--- src/include/pie_pkg.sv ---
// Constants and types shared by the telephony element codec.
// Assumes one 100 MHz clock domain and an APB register bus.
`default_nettype none
package pie_pkg;

  // ==========================================================
  // Register map and fields
  localparam logic [7:0] PIE_OFF_CTRL   = 8'h00;
  localparam logic [7:0] PIE_OFF_TXCMD  = 8'h04;
  localparam logic [7:0] PIE_OFF_STATUS = 8'h08;
  localparam logic [7:0] PIE_OFF_IST    = 8'h0C;
  localparam logic [7:0] PIE_OFF_IMASK  = 8'h10;
  localparam int         PIE_NEV        = 5;
  localparam int         PIE_EV_SEQ     = 0;
  localparam int         PIE_EV_ERR     = 1;
  localparam int         PIE_EV_NOTE    = 2;
  localparam int         PIE_EV_TXDONE  = 3;
  localparam int         PIE_EV_REFUSE  = 4;
  localparam logic       PIE_CTRL_RST   = 1'b0;

  // ==========================================================
  // Identifier coding
  localparam logic [7:0] PIE_ID_NOTE    = 8'hC0;
  localparam logic [3:0] PIE_NIB_LINE   = 4'h8;
  localparam logic [3:0] PIE_NIB_STATE  = 4'h9;
  localparam logic [3:0] PIE_NIB_AUTO   = 4'hA;
  localparam logic [3:0] PIE_NIB_SRESP  = 4'hB;
  localparam logic [3:0] PIE_LINE_MAX   = 4'h4;
  localparam logic [3:0] PIE_STATE_MAX  = 4'h7;
  localparam logic [3:0] PIE_STATE_NA   = 4'hF;
  localparam logic [4:0] PIE_IX_NOTE    = 5'h00;
  localparam logic [4:0] PIE_IX_LINE    = 5'h01;
  localparam logic [4:0] PIE_IX_STATE   = 5'h02;
  localparam logic [4:0] PIE_IX_AUTO    = 5'h03;
  localparam logic [4:0] PIE_IX_SRESP   = 5'h04;
  localparam logic [4:0] PIE_IX_PULSED  = 5'h07;
  localparam logic [4:0] PIE_IX_DIGIT   = 5'h09;
  localparam logic [4:0] PIE_IX_RESV    = 5'h1F;
  localparam int         PIE_NIX        = 18;
  localparam logic [2:0] PIE_OCT_ACK_P  = 3'h5;
  localparam logic [2:0] PIE_OCT_ACK_D  = 3'h3;
  // Variable-length identifiers, by index 5 to 17
  localparam logic [17:0][7:0] PIE_VAR_ID = {8'h24, 8'h23, 8'h22, 8'h14, 8'h13, 8'h12, 8'h11,
                                             8'h10, 8'h04, 8'h03, 8'h02, 8'h01, 8'h00, {5{8'hFF}}};
  localparam logic [17:0][7:0] PIE_LEN_MIN = {8'h03, 8'h04, 8'h04, 8'h03, 8'h03, 8'h03, 8'h04,
                                              8'h04, 8'h03, 8'h03, 8'h03, 8'h03, 8'h03, {5{8'h01}}};
  localparam logic [17:0][7:0] PIE_LEN_MAX = {8'hFF, 8'h05, 8'h07, 8'h08, 8'h05, 8'h03, 8'h06,
                                              8'h04, 8'h03, 8'h03, 8'h05, 8'h03, 8'h03, {5{8'h01}}};

  // ==========================================================
  // Types
  typedef enum logic [1:0] {
    PIE_RX_ID   = 2'b00,
    PIE_RX_LEN  = 2'b01,
    PIE_RX_BODY = 2'b10
  } pie_rx_e;

  typedef enum logic [1:0] {
    PIE_K_LINE  = 2'b00,
    PIE_K_STATE = 2'b01,
    PIE_K_SRESP = 2'b10,
    PIE_K_RESV  = 2'b11
  } pie_kind_e;

  typedef struct packed {
    pie_kind_e  kind;
    logic [3:0] param;
  } pie_txcmd_s;

endpackage

`default_nettype wire

--- src/core/pie_codec.sv ---
// Access-side information element codec: bit-serial receive decoder,
// single-octet element transmitter, APB registers and interrupt.
// Assumes rx bits are synchronous to clk and rx_msg_start marks each message.
//
// The placing of the registers and the APB interface to the registers were decided locally.
`timescale 1ns/100ps
`default_nettype none

// Overview of operation
// - One codeset only; no codeset-shift element is recognised.
// - Identifier bit 8 set means single octet, clear means variable length.
// - Each variable identifier has a length range; undefined identifiers are reserved.
// - After a requested pulse finishes, send the octet C0 to the exchange.
// - The pulse-completion octet names no pulse.
// - Completion is sent only for the latest request that asked notification.
// - Line status uses nibble 1000 plus parameter, only without a signalling path.
// - Line parameter values 0 to 4 are valid, the rest reserved.
// - On request, report the protocol state with nibble 1001.
// - The state element is exactly one octet.
// - States 0 to 7 as binary; 1000 to 1110 unused; 1111 not applicable.
// - Received autonomous-sequence element starts the selected sequence.
// - Sequence type is a plain binary number.
// - Only the access side sends the sequence-result element, nibble 1011.
// - Result type is a plain binary value.
// - Bits go least significant first, octets in ascending order.
// - Each element type at most once per message.
module pie_codec (
  input  wire logic        clk,
  input  wire logic        rst_b,
  input  wire logic        psel,
  input  wire logic        penable,
  input  wire logic        pwrite,
  input  wire logic [7:0]  paddr,
  input  wire logic [31:0] pwdata,
  output logic [31:0]      prdata,
  output logic             pready,
  output logic             pslverr,
  input  wire logic        rx_bit,
  input  wire logic        rx_bit_valid,
  input  wire logic        rx_msg_start,
  input  wire logic        path_up,
  input  wire logic [3:0]  fsm_state,
  input  wire logic        pulse_done,
  output logic             tx_bit,
  output logic             tx_bit_valid,
  output logic             seq_start,
  output logic [3:0]       seq_type,
  output logic             irq
);

  // ==========================================================
  // Identifier decode
  function automatic logic [4:0] ie_index(input logic [7:0] id);
    logic [4:0] r;
    r = pie_pkg::PIE_IX_RESV;
    if (id == pie_pkg::PIE_ID_NOTE) r = pie_pkg::PIE_IX_NOTE;
    else if (id[7:4] == pie_pkg::PIE_NIB_LINE) r = pie_pkg::PIE_IX_LINE;
    else if (id[7:4] == pie_pkg::PIE_NIB_STATE) r = pie_pkg::PIE_IX_STATE;
    else if (id[7:4] == pie_pkg::PIE_NIB_AUTO) r = pie_pkg::PIE_IX_AUTO;
    else if (id[7:4] == pie_pkg::PIE_NIB_SRESP) r = pie_pkg::PIE_IX_SRESP;
    for (int i = 5; i < pie_pkg::PIE_NIX; i++) begin
      if (id == pie_pkg::PIE_VAR_ID[i]) r = 5'(i);
    end
    return r;
  endfunction

  // ==========================================================
  // Declarations
  pie_pkg::pie_rx_e        st_r, st_nxt;
  logic [7:0]              rsh_r, rsh_nxt;
  logic [2:0]              rbc_r, rbc_nxt;
  logic [4:0]              idx_r, idx_nxt;
  logic [7:0]              rem_r, rem_nxt;
  logic [2:0]              onum_r, onum_nxt;
  logic                    bad_r, bad_nxt;
  logic                    ask_r, ask_nxt;
  logic                    arm_r, arm_nxt;
  logic                    note_r, note_nxt;
  logic [17:0]             seen_r, seen_nxt;
  logic [7:0]              eid_r, eid_nxt;
  logic                    seq_nxt;
  logic [3:0]              styp_nxt;
  logic                    oct_v;
  logic [7:0]              oct;
  logic [4:0]              oct_ix;
  logic [8:0]              total;
  logic                    err_ev;
  logic                    tbusy_r, tbusy_nxt;
  logic [7:0]              tsh_r, tsh_nxt;
  logic [2:0]              tbc_r, tbc_nxt;
  logic                    take_note;
  logic                    take_cmd;
  logic                    refuse_ev;
  logic                    done_ev;
  logic [7:0]              cmd_oct;
  logic                    cmd_ok;
  logic                    ctrl_r, ctrl_nxt;
  pie_pkg::pie_txcmd_s     cmd_r, cmd_nxt;
  logic                    cpend_r, cpend_nxt;
  logic [4:0]              ist_r, ist_nxt;
  logic [4:0]              imask_r, imask_nxt;
  logic [31:0]             prd_r, prd_nxt;
  logic [4:0]              ev;
  logic                    wr_acc;
  logic                    mapped;

  // ==========================================================
  // Receive deserialiser and element decoder
  assign oct_v  = ctrl_r && rx_bit_valid && !rx_msg_start && (rbc_r == 3'h7);
  assign oct    = {rx_bit, rsh_r[7:1]};
  assign oct_ix = ie_index(oct);
  assign total  = {1'b0, oct} + 9'h002;

  // Decoder next state
  always_comb begin
    logic ask_now;
    ask_now  = ask_r;
    st_nxt   = st_r;
    rsh_nxt  = rsh_r;
    rbc_nxt  = rbc_r;
    idx_nxt  = idx_r;
    rem_nxt  = rem_r;
    onum_nxt = onum_r;
    bad_nxt  = bad_r;
    ask_nxt  = ask_r;
    arm_nxt  = arm_r;
    note_nxt = note_r;
    seen_nxt = seen_r;
    eid_nxt  = eid_r;
    seq_nxt  = 1'b0;
    styp_nxt = seq_type;
    err_ev   = 1'b0;
    if (rx_msg_start) begin
      st_nxt   = pie_pkg::PIE_RX_ID;
      rbc_nxt  = 3'h0;
      seen_nxt = '0;
    end else if (ctrl_r && rx_bit_valid) begin
      rsh_nxt = oct;
      rbc_nxt = rbc_r + 3'h1;
    end
    if (oct_v) begin
      unique case (st_r)
        pie_pkg::PIE_RX_ID: begin
          idx_nxt  = oct_ix;
          onum_nxt = 3'h1;
          ask_nxt  = 1'b0;
          bad_nxt  = (oct_ix == pie_pkg::PIE_IX_RESV) || seen_r[oct_ix];
          if (oct_ix != pie_pkg::PIE_IX_RESV) seen_nxt[oct_ix] = 1'b1;
          if (oct[7]) begin
            if (!bad_nxt && oct_ix == pie_pkg::PIE_IX_AUTO) begin
              seq_nxt  = 1'b1;
              styp_nxt = oct[3:0];
            end else begin
              err_ev = 1'b1;
            end
          end else begin
            st_nxt = pie_pkg::PIE_RX_LEN;
            err_ev = bad_nxt;
          end
          if (err_ev) eid_nxt = oct;
        end
        pie_pkg::PIE_RX_LEN: begin
          if (!bad_r && (total < {1'b0, pie_pkg::PIE_LEN_MIN[idx_r]} ||
                         total > {1'b0, pie_pkg::PIE_LEN_MAX[idx_r]})) begin
            bad_nxt = 1'b1;
            err_ev  = 1'b1;
            eid_nxt = pie_pkg::PIE_VAR_ID[idx_r];
          end
          rem_nxt  = oct;
          onum_nxt = 3'h2;
          st_nxt   = (oct == 8'h00) ? pie_pkg::PIE_RX_ID : pie_pkg::PIE_RX_BODY;
        end
        pie_pkg::PIE_RX_BODY: begin
          if (onum_r != 3'h7) onum_nxt = onum_r + 3'h1;
          if (idx_r == pie_pkg::PIE_IX_PULSED && onum_nxt == pie_pkg::PIE_OCT_ACK_P)
            ask_now = (oct[6:5] != 2'b00);
          if (idx_r == pie_pkg::PIE_IX_DIGIT && onum_nxt == pie_pkg::PIE_OCT_ACK_D)
            ask_now = oct[6];
          ask_nxt = ask_now;
          rem_nxt = rem_r - 8'h01;
          if (rem_r == 8'h01) begin
            st_nxt = pie_pkg::PIE_RX_ID;
            // Latest accepted request decides whether completion is owed
            if (!bad_r && (idx_r == pie_pkg::PIE_IX_PULSED || idx_r == pie_pkg::PIE_IX_DIGIT))
              arm_nxt = ask_now;
          end
        end
        default: st_nxt = pie_pkg::PIE_RX_ID;
      endcase
    end
    // Completion is owed once; a new finish wins over the transmitter taking the old one
    if (take_note) note_nxt = 1'b0;
    if (pulse_done && arm_r) begin
      note_nxt = 1'b1;
      arm_nxt  = 1'b0;
    end
  end

  // Decoder registers
  always_ff @(posedge clk or negedge rst_b) begin
    if (!rst_b) begin
      st_r      <= pie_pkg::PIE_RX_ID;
      rsh_r     <= 8'h00;
      rbc_r     <= 3'h0;
      idx_r     <= 5'h00;
      rem_r     <= 8'h00;
      onum_r    <= 3'h0;
      bad_r     <= 1'b0;
      ask_r     <= 1'b0;
      arm_r     <= 1'b0;
      note_r    <= 1'b0;
      seen_r    <= '0;
      eid_r     <= 8'h00;
      seq_start <= 1'b0;
      seq_type  <= 4'h0;
    end else begin
      st_r      <= st_nxt;
      rsh_r     <= rsh_nxt;
      rbc_r     <= rbc_nxt;
      idx_r     <= idx_nxt;
      rem_r     <= rem_nxt;
      onum_r    <= onum_nxt;
      bad_r     <= bad_nxt;
      ask_r     <= ask_nxt;
      arm_r     <= arm_nxt;
      note_r    <= note_nxt;
      seen_r    <= seen_nxt;
      eid_r     <= eid_nxt;
      seq_start <= seq_nxt;
      seq_type  <= styp_nxt;
    end
  end

  // ==========================================================
  // Transmitter: one octet per element, serialised LSB first
  always_comb begin
    cmd_ok  = 1'b1;
    cmd_oct = 8'h00;
    unique case (cmd_r.kind)
      pie_pkg::PIE_K_LINE: begin
        cmd_oct = {pie_pkg::PIE_NIB_LINE, cmd_r.param};
        cmd_ok  = !path_up && (cmd_r.param <= pie_pkg::PIE_LINE_MAX);
      end
      pie_pkg::PIE_K_STATE: begin
        cmd_oct = {pie_pkg::PIE_NIB_STATE, (fsm_state <= pie_pkg::PIE_STATE_MAX) ?
                   fsm_state : pie_pkg::PIE_STATE_NA};
      end
      pie_pkg::PIE_K_SRESP: cmd_oct = {pie_pkg::PIE_NIB_SRESP, cmd_r.param};
      pie_pkg::PIE_K_RESV:  cmd_ok  = 1'b0;
    endcase
  end

  // Transmit next state; completion outranks software commands
  always_comb begin
    tbusy_nxt = tbusy_r;
    tsh_nxt   = tsh_r;
    tbc_nxt   = tbc_r;
    take_note = 1'b0;
    take_cmd  = 1'b0;
    refuse_ev = 1'b0;
    done_ev   = 1'b0;
    if (tbusy_r) begin
      tsh_nxt = {1'b0, tsh_r[7:1]};
      tbc_nxt = tbc_r + 3'h1;
      if (tbc_r == 3'h7) begin
        tbusy_nxt = 1'b0;
        done_ev   = 1'b1;
      end
    end else if (ctrl_r && note_r) begin
      take_note = 1'b1;
      tbusy_nxt = 1'b1;
      tsh_nxt   = pie_pkg::PIE_ID_NOTE;
      tbc_nxt   = 3'h0;
    end else if (ctrl_r && cpend_r) begin
      take_cmd  = 1'b1;
      refuse_ev = !cmd_ok;
      tbusy_nxt = cmd_ok;
      tsh_nxt   = cmd_ok ? cmd_oct : tsh_r;
      tbc_nxt   = 3'h0;
    end
  end

  // Transmit registers
  always_ff @(posedge clk or negedge rst_b) begin
    if (!rst_b) begin
      tbusy_r <= 1'b0;
      tsh_r   <= 8'h00;
      tbc_r   <= 3'h0;
    end else begin
      tbusy_r <= tbusy_nxt;
      tsh_r   <= tsh_nxt;
      tbc_r   <= tbc_nxt;
    end
  end

  assign tx_bit       = tsh_r[0];
  assign tx_bit_valid = tbusy_r;

  // ==========================================================
  // APB slave, zero wait states, read data captured in setup
  assign wr_acc  = psel && penable && pwrite;
  assign mapped  = (paddr == pie_pkg::PIE_OFF_CTRL) || (paddr == pie_pkg::PIE_OFF_TXCMD) ||
                   (paddr == pie_pkg::PIE_OFF_STATUS) || (paddr == pie_pkg::PIE_OFF_IST) ||
                   (paddr == pie_pkg::PIE_OFF_IMASK);
  assign pready  = 1'b1;
  assign pslverr = psel && penable && !mapped;
  assign prdata  = prd_r;
  assign ev      = {refuse_ev, done_ev, take_note, err_ev, seq_nxt};
  assign irq     = |(ist_r & imask_r);

  // Register next state; a new event wins over a write-one clear
  always_comb begin
    ctrl_nxt  = ctrl_r;
    cmd_nxt   = cmd_r;
    cpend_nxt = cpend_r;
    imask_nxt = imask_r;
    ist_nxt   = ist_r;
    prd_nxt   = prd_r;
    if (take_cmd) cpend_nxt = 1'b0;
    if (wr_acc && paddr == pie_pkg::PIE_OFF_CTRL) ctrl_nxt = pwdata[0];
    if (wr_acc && paddr == pie_pkg::PIE_OFF_IMASK) imask_nxt = pwdata[4:0];
    if (wr_acc && paddr == pie_pkg::PIE_OFF_TXCMD && !cpend_r) begin
      cmd_nxt   = pie_pkg::pie_txcmd_s'(pwdata[5:0]);
      cpend_nxt = 1'b1;
    end
    if (wr_acc && paddr == pie_pkg::PIE_OFF_IST) ist_nxt = ist_r & ~pwdata[4:0];
    ist_nxt = ist_nxt | ev;
    if (psel && !penable) begin
      unique case (paddr)
        pie_pkg::PIE_OFF_CTRL:   prd_nxt = {31'h0, ctrl_r};
        pie_pkg::PIE_OFF_TXCMD:  prd_nxt = {26'h0, cmd_r};
        pie_pkg::PIE_OFF_STATUS: prd_nxt = {8'h00, eid_r, 4'h0, seq_type,
                                            4'h0, note_r, arm_r, cpend_r, tbusy_r};
        pie_pkg::PIE_OFF_IST:    prd_nxt = {27'h0, ist_r};
        pie_pkg::PIE_OFF_IMASK:  prd_nxt = {27'h0, imask_r};
        default:                 prd_nxt = 32'h0000_0000;
      endcase
    end
  end

  // Register file
  always_ff @(posedge clk or negedge rst_b) begin
    if (!rst_b) begin
      ctrl_r  <= pie_pkg::PIE_CTRL_RST;
      cmd_r   <= '0;
      cpend_r <= 1'b0;
      ist_r   <= 5'h00;
      imask_r <= 5'h00;
      prd_r   <= 32'h0000_0000;
    end else begin
      ctrl_r  <= ctrl_nxt;
      cmd_r   <= cmd_nxt;
      cpend_r <= cpend_nxt;
      ist_r   <= ist_nxt;
      imask_r <= imask_nxt;
      prd_r   <= prd_nxt;
    end
  end
endmodule

`default_nettype wire

--- config.mk ---
export PLATFORM = sky130hd
export DESIGN_NAME = pie_codec
export DESIGN_NICKNAME = d
export VERILOG_FILES = /design/src/include/pie_pkg.sv /design/src/core/pie_codec.sv
export SDC_FILE = /design/constraint.sdc
export NUM_CORES = 1
export LEC_CHECK = 0
export BUFFER_PORTS_ARGS = -buffer_cell sky130_fd_sc_hd__buf_4
export CORE_ASPECT_RATIO = 1.5
export CORE_UTILIZATION = 40
export CTS_CLUSTER_DIAMETER = 200
export DETAILED_ROUTE_END_ITERATION = 8
export GPL_ROUTABILITY_DRIVEN = 0
export GPL_TIMING_DRIVEN = 0
export MAX_ROUTING_LAYER = met4
export PLACE_DENSITY = 0.72
export SLEW_MARGIN = 20
export SYNTH_ARGS = -nofsm -noshare
export SYNTH_HDL_FRONTEND = slang
export SYNTH_SLANG_ARGS = --single-unit
--- constraint.sdc ---
create_clock -name clk -period 3.3 [get_ports clk]
set_clock_uncertainty 0.2 [all_clocks]
set_input_delay 0.66 -clock clk [delete_from_list [all_inputs] [get_ports clk]]
set_output_delay 0.66 -clock clk [all_outputs]
set_load 0.01 [all_outputs]
==> reports/metrics.cfg, run 1 <==
[status]
status=complete, but fails checks
violations=setup timing

[floorplanning]
die_x_um=109
die_y_um=162
start_util_pct=40.8
core_area_um2=16800
dieArea_um2=17600
rows=58
num_io_pins=96

[synth]
synth_top_family_by_area=compound AO/OA/AOI/OAI gates
muxShareOfSynthArea_pct=6.81
yosys_register_bits=111
syn_area_um2=6840
yosysWarnings=0
synth_top_area_share_pct=40.6
synthFlopType=dfrtp_1
synth_compound_area_share_pct=21.3
yosys.area_share.xor_xnor_pct=1.15
synthArstFlopShare_pct=100
synth_area_leaders=dfrtp_1, nand2_1, ha_1
ys_types=73
synthSimpleGateAreaFrac_pct=18.6
synth_edf_count=0
synth_cells=764
yosysSeqAreaShare_pct=40.6
synthAdderAreaFrac_pct=5.67
syn_area_per_cell_um2=8.95
synth_largest_area_cell=dfrtp_1

[power]
leakagePower_uw=0.00374
peakVddDrop_mv=0.222
powerDensity_nw_per_um2=377

[clock_network]
tritoncts=done
clock_path_buffers=2
path_clk_slew_ns=0.08
worst_skew_pair.late_latency_ns=0.35
cts_root_buffer=clkbuf_16
cts.sinks=111
cts_buffers=9
htreeDepth=3

[worst_setup_path]
criticalPathCategory=reg -> reg
critPathMaxFanout=5
end_kind=flip-flop
required_ns=3.34
crit_path_start_kind=flip-flop
worstPathArrival_ns=3.43
worst_path_most_repeated_cell=o21ai_1
worstReg2RegEnd=eid_r[2]
cpMaxStageDelayCell=or4_4
max_stage_delay_ns=0.55
r2r_slack_ns=-0.09
crit_chain=buf_6, ha_4, nor2b_1, o21ai_1, o21ai_1, o21ai_1, ha_2, o21ai_1, a21oi_1, or4_4, a31oi_4, o21ai_2, a41o_4, mux2_4
timing.rr.start=idx_r[1]
timing.critical_path.buf_inv=1
reg2regPathDepth=14
crit_family=compound AO/OA/AOI/OAI gates

[layout]
final_area_um2=8490
drive_above_1_share_pct=24.7
diodes=0
final_cells=1082
area_growth_pct=24.2
nNetsFinal=952

[timing]
rsz0062_at_grt=true
max-slew-margin-rel_pct=40.8
finalCritPeriodShare_pct=103
setup_ws_ns=-0.0878
finalHoldViolCount=0
finalMaxSlewViolations=0
period_needed_ns=3.39
setup_viol=7
fin_setup_tns_ns=-0.401
clock.fmax_mhz=295
whs_ns=0.214
worstMarginPinSlew_ns=0.889

[placed_design]
post-place-cells=1039
hpwl_um=13600
port_buffers=52
dpl_cell_area_um2=7590

[global_routing]
grt_max_degree=112
first_global_vias=6027
gr-total-overflow=0
antenna_found_initial=0
track_usage_pct=22.4
grt_pass1_wl_um=30200

[hold_path]
hold_class=in -> async

[routing]
drc=0
vias=6426
ant_nets=0
routed_wl_um=19800
via_per_inst=5.94
wire_per_inst_um=18.3
drt_iter0_drc=567
dr.pass1.iters=6

[job]
max_cap_violations=0

==> placed cells by master (no fill, tap or decap), types with 11 or more instances in the layout <==
cell,instances
conb_1,15
ha_1,24
o21ai_0,67
mux2i_1,14
nor2_1,48
mux2_2,22
nand2_1,111
buf_6,12
nor2b_1,12
buf_4,91
a21oi_1,39
nor3_1,14
inv_1,20
o22ai_1,11
dfrtp_1,106
o2bb2ai_1,17
clkbuf_1,22
nand3_1,20
==> worst reg2reg max path, cell delays in order (launching register included) <==
cell and delay (ns):
dfrtp_2 0.45, buf_6 0.15, ha_4 0.15, nor2b_1 0.10
o21ai_1 0.07, o21ai_1 0.09, o21ai_1 0.10, ha_2 0.27
o21ai_1 0.11, a21oi_1 0.06, or4_4 0.55, a31oi_4 0.28
o21ai_2 0.09, a41o_4 0.31, mux2_4 0.31
==> power by group <==
part           switching (uW)  internal, uW
Sequential               58.2          1430
Clock                     547           630
Combinational             321           215
Total                     926          2280
==> state kept, by name, indices dropped and copies added (netlist names), 6 cells and up <==
| register | count |
|---|---|
| tsh_r | 8 |
| prdata | 18 |
| cmd_r | 6 |
| eid_r | 8 |
| rsh_r | 7 |
| seen_r | 18 |
| rem_r | 8 |
==> synthesized netlist by cell type (17+ instances only) <==
| cell type | n |
|---|---|
| clkbuf_1 | 28 |
| o2bb2ai_1 | 17 |
| inv_1 | 23 |
| dfrtp_1 | 111 |
| mux2_2 | 24 |
| buf_4 | 19 |
| ha_1 | 31 |
| a21oi_1 | 41 |
| nor2_1 | 50 |
| o21ai_0 | 73 |
| nand3_1 | 22 |
| nand2_1 | 115 |
==> final cells by class <==
class | count | area (um2)
Multi-Input combinational cell | 586 | 4020
Timing Repair Buffer | 81 | 662
Clock buffer | 10 | 239
Clock inverter | 6 | 83.8
Inverter | 24 | 98.8
Fill cell | 1496 | 8270
Tap cell | 210 | 263
Buffer | 54 | 342
Sequential cell | 111 | 2780
==> stage by stage <==
| step | setup slack (ns) | power [uW] | util (%) |
|---|---|---|---|
| global route | -0.205 | 3320 | 50.7 |
| CTS | -0.0368 | 3190 | 49.2 |
| floorplan | 0.00864 | 1810 | - |
| finish | -0.0878 | 3200 | 50.7 |
| detailed placement | -0.712 | 1990 | 45.3 |
| global placement | -0.817 | 1980 | 45.2 |
==> worst max-delay path by stage <==
stage,start,end,cells after the start
global placement,rx_bit,seq_start,9
finish,idx_r[1],eid_r[2],14
CTS,idx_r[1],eid_r[2],14
global route,idx_r[1],eid_r[2],14
floorplan,idx_r[0],eid_r[1],14
detailed placement,rx_bit,eid_r[2],9
==> what timing repair did <==
action                                  CTS  global route
endpoints found under the setup margin   17            14
resized for setup                        51            36
buffers inserted                         18            11
hold buffers                              0             0
pin swaps                                12            23
==> logic make-up after synthesis <==
kind of cell | Yosys count
xor+xnor | 9
compound gates | 222
mux | 42
flops | 111
fa+ha+maj | 31
other cells | 2
buf+inv | 80
simple gates | 267
==> layer usage <==
layer | share of wire, % | up-vias | GRT usage (%)
met5 | 0 | - | -
met4 | 4.4 | 0 | 12.0
met3 | 5.2 | 87 | 2.89
met2 | 52 | 285 | 38.5
met1 | 39 | 3113 | 24.8
li1 | - | 2941 | -
No activity file was read; power rests on OpenSTA's default activity.
==> run 2, diff against run 1 <==
- CORE_ASPECT_RATIO: 1.5 -> 1.25
- SKIP_CTS_REPAIR_TIMING: default -> 1
==> run 2 against run 1 <==
The flow finishes with violations (DRC, setup timing). Fmax is 1.8% lower. Worst hold slack worse by 0.051 ns. Critical endpoint is now eid_r[4]. Flip-flop and latch count stayed put. Clock power hardly changed. Sequential power hardly changed. Wire length is 6.5% lower.
==> reports/metrics.cfg, run 2 (same netlist as run 1, synthesis figures left out) <==
[status]
status=complete, but fails checks
violations=DRC, setup timing

[placed_design]
port_buffers=52
place_worst_setup_slack_ns=-0.732
hpwl_um=12900
post-place-cells=1049
dpl_cell_area_um2=7600

[worst_setup_path]
crit_family=compound AO/OA/AOI/OAI gates
required_ns=3.35
crit_path_start_kind=flip-flop
max_stage_delay_ns=0.42
cp.depth=15
end_kind=flip-flop
cpMaxStageDelayCell=dfrtp_2
reg2regPathDepth=15
timing.rr.start=idx_r[0]
critPathMaxFanout=6
crit_chain=buf_6, ha_4, nor2b_4, a21oi_2, a21oi_1, nor2_1, ha_2, o21a_1, o31ai_2, a211oi_2, o21bai_2, a31oi_4, nand2_2, a41o_4, mux2_4
worstPathArrival_ns=3.50
criticalPathCategory=reg -> reg
worstReg2RegEnd=eid_r[4]
r2r_slack_ns=-0.15
timing.critical_path.buf_inv=1

[clock_network]
tritoncts=done
path_clk_slew_ns=0.08
cts_buffers=9
clock_path_buffers=2
cts.sinks=111
cts_root_buffer=clkbuf_16
worst_skew_pair.late_latency_ns=0.36
htreeDepth=3

[timing]
finalCritPeriodShare_pct=105
max-slew-margin-rel_pct=39.8
setup_viol=8
finalHoldViolCount=0
setup_ws_ns=-0.151
finalMaxSlewViolations=0
period_needed_ns=3.45
fin_setup_tns_ns=-0.843
worstMarginPinSlew_ns=0.903
rsz0062_at_grt=true
clock.fmax_mhz=290

[floorplanning]
rows=53
die_x_um=119
dieArea_um2=17600
num_io_pins=96
start_util_pct=40.8
core_area_um2=16800
die_y_um=148

[hold_path]
hold_class=in -> async

[layout]
final_cell_mix=nand2_1, dfrtp_1, buf_4
diodes=0
nNetsFinal=948
final_common_cell=nand2_1
drive_above_1_share_pct=25.2
area_growth_pct=23.9
final_cells=1088
final_area_um2=8470

[global_routing]
grt_pass1_wl_um=29200
grt_max_degree=112
track_usage_pct=21.3
first_global_vias=5801
gr-total-overflow=0
antenna_found_initial=0

[routing]
routed_wl_um=18500
ant_nets=0
dr.pass1.iters=7
wire_per_inst_um=17.0
vias=6210
drc=1
drt_iter0_drc=624
via_per_inst=5.71

[power]
seq_power_share_pct=46.7
p_clk_share_pct=36.2
intPower_uw=2280
peakVddDrop_mv=0.236
leakagePower_uw=0.00371
switching_share_pct=28.6
powerDensity_nw_per_um2=377
p_comb_share_pct=17.1
switchingPower_uw=911

[job]
max_cap_violations=0

-- run 2: cell count changes in the layout (fill, tap and decap cells not counted), sizes merged --
| cell | previous run | this run |
|---|---|---|
| clkinv | 3 | 2 |
| clkbuf | 38 | 41 |
| buf | 107 | 100 |
| inv | 25 | 24 |
| clkinvlp | 1 | 3 |
-- run 2: layout make-up --
| class | instances | area (um2) |
|---|---|---|
| fill | 1559 | 8310 |
| tap | 220 | 275 |
| clock buffer | 10 | 239 |
| inverter | 24 | 98.8 |
| multi-input combinational | 586 | 4040 |
| buffer | 55 | 353 |
| timing repair buffer | 76 | 601 |
| sequential | 111 | 2790 |
| clock inverter | 6 | 76.3 |
-- run 2: metrics by stage --
step	hold slack [ns]	power, uW	util [%]
after CTS	0.286	3130	47.2
after detailed placement	0.266	1980	45.3
after floorplan	0.164	1810	-
after global routing	0.263	3330	50.5
after global placement	0.259	1970	45.2
final	0.163	3190	50.5
-- run 2: worst max-delay path by stage --
stage                         from         to
after CTS                 idx_r[1]   eid_r[3]
after global routing      idx_r[0]   eid_r[1]
after detailed placement    rx_bit  seq_start
final                     idx_r[0]   eid_r[4]
after global placement      rx_bit  seq_start
after floorplan           idx_r[0]   eid_r[1]
-- run 2: power by group through the flow --
| stage | registers [uW] | logic [uW] | clock network, uW |
|---|---|---|---|
| floorplan | 1500 | 311 | 0 |
| global placement | 1510 | 458 | 0 |
| detailed placement | 1510 | 472 | 0 |
| CTS | 1490 | 473 | 1170 |
| global route | 1500 | 600 | 1230 |
| finish | 1490 | 545 | 1160 |
-- run 2: metal layers --
layer  GRT usage, %  vias up  share of wire [%]
met1           25.6     2981                 41
met5              -        -                  0
met3           2.91       46                5.2
li1               -     2942                  -
met4           9.87        0                3.0
met2           35.4      241                 51
==> run 3, diff against run 2 <==
- PLACE_DENSITY: 0.72 -> 0.7
- clock period: 3.3 -> 3.9 ns (I/O delays scaled with it)
==> run 3 against run 2 <==
The flow now finishes without violations. Sequential power fell by 15%. Power fell by 19%. Non-clock buffer count fell by 22. Critical path type unchanged. Highest routed layer unchanged.
==> reports/metrics.cfg, run 3 (same netlist as run 1, synthesis figures left out) <==
[status]
status=complete, no violations

[power]
peakVddDrop_mv=0.194
switching_share_pct=29.2
switchingPower_uw=750
intPower_uw=1820
p_comb_share_pct=15.8
seq_power_share_pct=49.0
powerDensity_nw_per_um2=324
p_clk_share_pct=35.2
leakagePower_uw=0.00354
power_uw=2570

[placed_design]
hpwl_um=12800
port_buffers=52
dpl_cell_area_um2=7570
place_worst_setup_slack_ns=-0.328

[clock_network]
clock_path_buffers=2
worst_skew_pair.late_latency_ns=0.36
cts_buffers=9
cts_root_buffer=clkbuf_16
tritoncts=done
htreeDepth=3
cts.sinks=111
path_clk_slew_ns=0.08

[worst_setup_path]
crit_path_start_kind=flip-flop
worstReg2RegEnd=eid_r[4]
required_ns=3.94
end_kind=flip-flop
r2r_slack_ns=0.16
critPathMaxFanout=9
timing.rr.start=idx_r[0]
reg2regPathDepth=14
worstPathArrival_ns=3.78
criticalPathCategory=reg -> reg

[hold_path]
min_path_cells=2
min_from=tsh_r[7]
hold-path-endpoint=tsh_r[6]
hold_class=reg -> reg

[timing]
finalCritPeriodShare_pct=95.9
rsz0062_at_grt=false
period_needed_ns=3.74
setup_ws_ns=0.159
fin_setup_tns_ns=0
finalHoldViolCount=0
worstMarginPinSlew_ns=0.891
max-slew-margin-rel_pct=40.6
clock.fmax_mhz=267
setup_viol=0
finalMaxSlewViolations=0

[global_routing]
first_global_vias=5745
grt_use_met3_pct=2.45
grt_pass1_wl_um=28300
track_usage_pct=20.6
grt_max_degree=112
top_usage_layer=met2
antenna_found_initial=0
use_met2_pct=33.8
met1_usage_pct=24.8
gr-total-overflow=0

[floorplanning]
start_util_pct=40.8
core_area_um2=16800
die_x_um=119
rows=53
die_y_um=148
num_io_pins=96
dieArea_um2=17600

[layout]
area_growth_pct=16.1
diodes=0
nNetsFinal=926
final_area_um2=7940
drive_above_1_share_pct=17.1
final_common_cell=nand2_1
final_cell_mix=nand2_1, dfrtp_1, o21ai_0, buf_4, nor2_1

[routing]
ant_nets=0
via_per_inst=5.67
drt_iter0_drc=597
dr.pass1.iters=7
routed_wl_um=17500
drc=0
wire_per_inst_um=16.5
vias=6041

[job]
max_cap_violations=0

-- run 3: changes by cell type in the layout (fill, tap and decap cells not counted), moves of 5 or more --
| cell | before | now |
|---|---|---|
| clkbuf_4 | 7 | 0 |
| buf_2 | 1 | 7 |
| buf_6 | 8 | 2 |
| nand2_2 | 5 | 0 |
| buf_4 | 89 | 72 |
| nand2_1 | 109 | 115 |
| o21ai_0 | 66 | 72 |
| ha_1 | 25 | 31 |
-- run 3: worst max-delay path, cell delays in order (launching register included) --
cell and delay (ns):
dfrtp_2 0.48, inv_2 0.14, ha_1 0.20, nor2_1 0.07, o21ai_0 0.17, o21ai_0 0.09
o21ai_0 0.20, ha_1 0.26, o21ai_0 0.14, a21oi_1 0.06, or4_4 0.56, a31oi_4 0.25
nand2_1 0.12, a41o_4 0.36, mux2_4 0.31
-- run 3: final cells by class --
type	instances	area [um2]
multi-input cells	586	3790
plain buffers	55	304
inverters	24	90.1
clock inverters	7	65.1
repair buffers	54	412
fillers	1618	8840
flip-flops and latches	111	2780
clock buffers	9	225
well taps	220	275
-- run 3: worst max path at each step --
| stage | startpoint | endpoint | depth (start not counted) |
|---|---|---|---|
| after detailed placement | rx_bit | seq_type[3] | 10 |
| after floorplan | idx_r[0] | eid_r[1] | 14 |
| final | idx_r[0] | eid_r[4] | 14 |
| after CTS | idx_r[0] | eid_r[4] | 14 |
| after global placement | rx_bit | seq_type[3] | 10 |
| after global routing | rsh_r[5] | seq_start | 10 |
-- run 3: power by group through the flow --
stage / Clock, uW / Sequential, uW / Combinational [uW]
after floorplan: 0 / 1270 / 258
after CTS: 918 / 1260 / 395
after global routing: 976 / 1270 / 451
after global placement: 0 / 1280 / 385
final: 905 / 1260 / 405
after detailed placement: 0 / 1280 / 394
-- run 3: through the flow --
stage | hold WS [ns] | util (%) | cells
finish | 0.279 | 47.3 | 1066
global route | 0.299 | 47.3 | 1066
CTS | 0.284 | 46.8 | 1065
detailed placement | 0.272 | 45.1 | 1049
global placement | 0.263 | 45.0 | 1049
floorplan | 0.252 | - | 777
-- run 3: layer usage --
| layer | vias to the layer above | wire [um] |
|---|---|---|
| met5 | - | 0 |
| met2 | 242 | 8610 |
| met4 | 0 | 597 |
| li1 | 2887 | - |
| met3 | 49 | 945 |
| met1 | 2863 | 7390 |
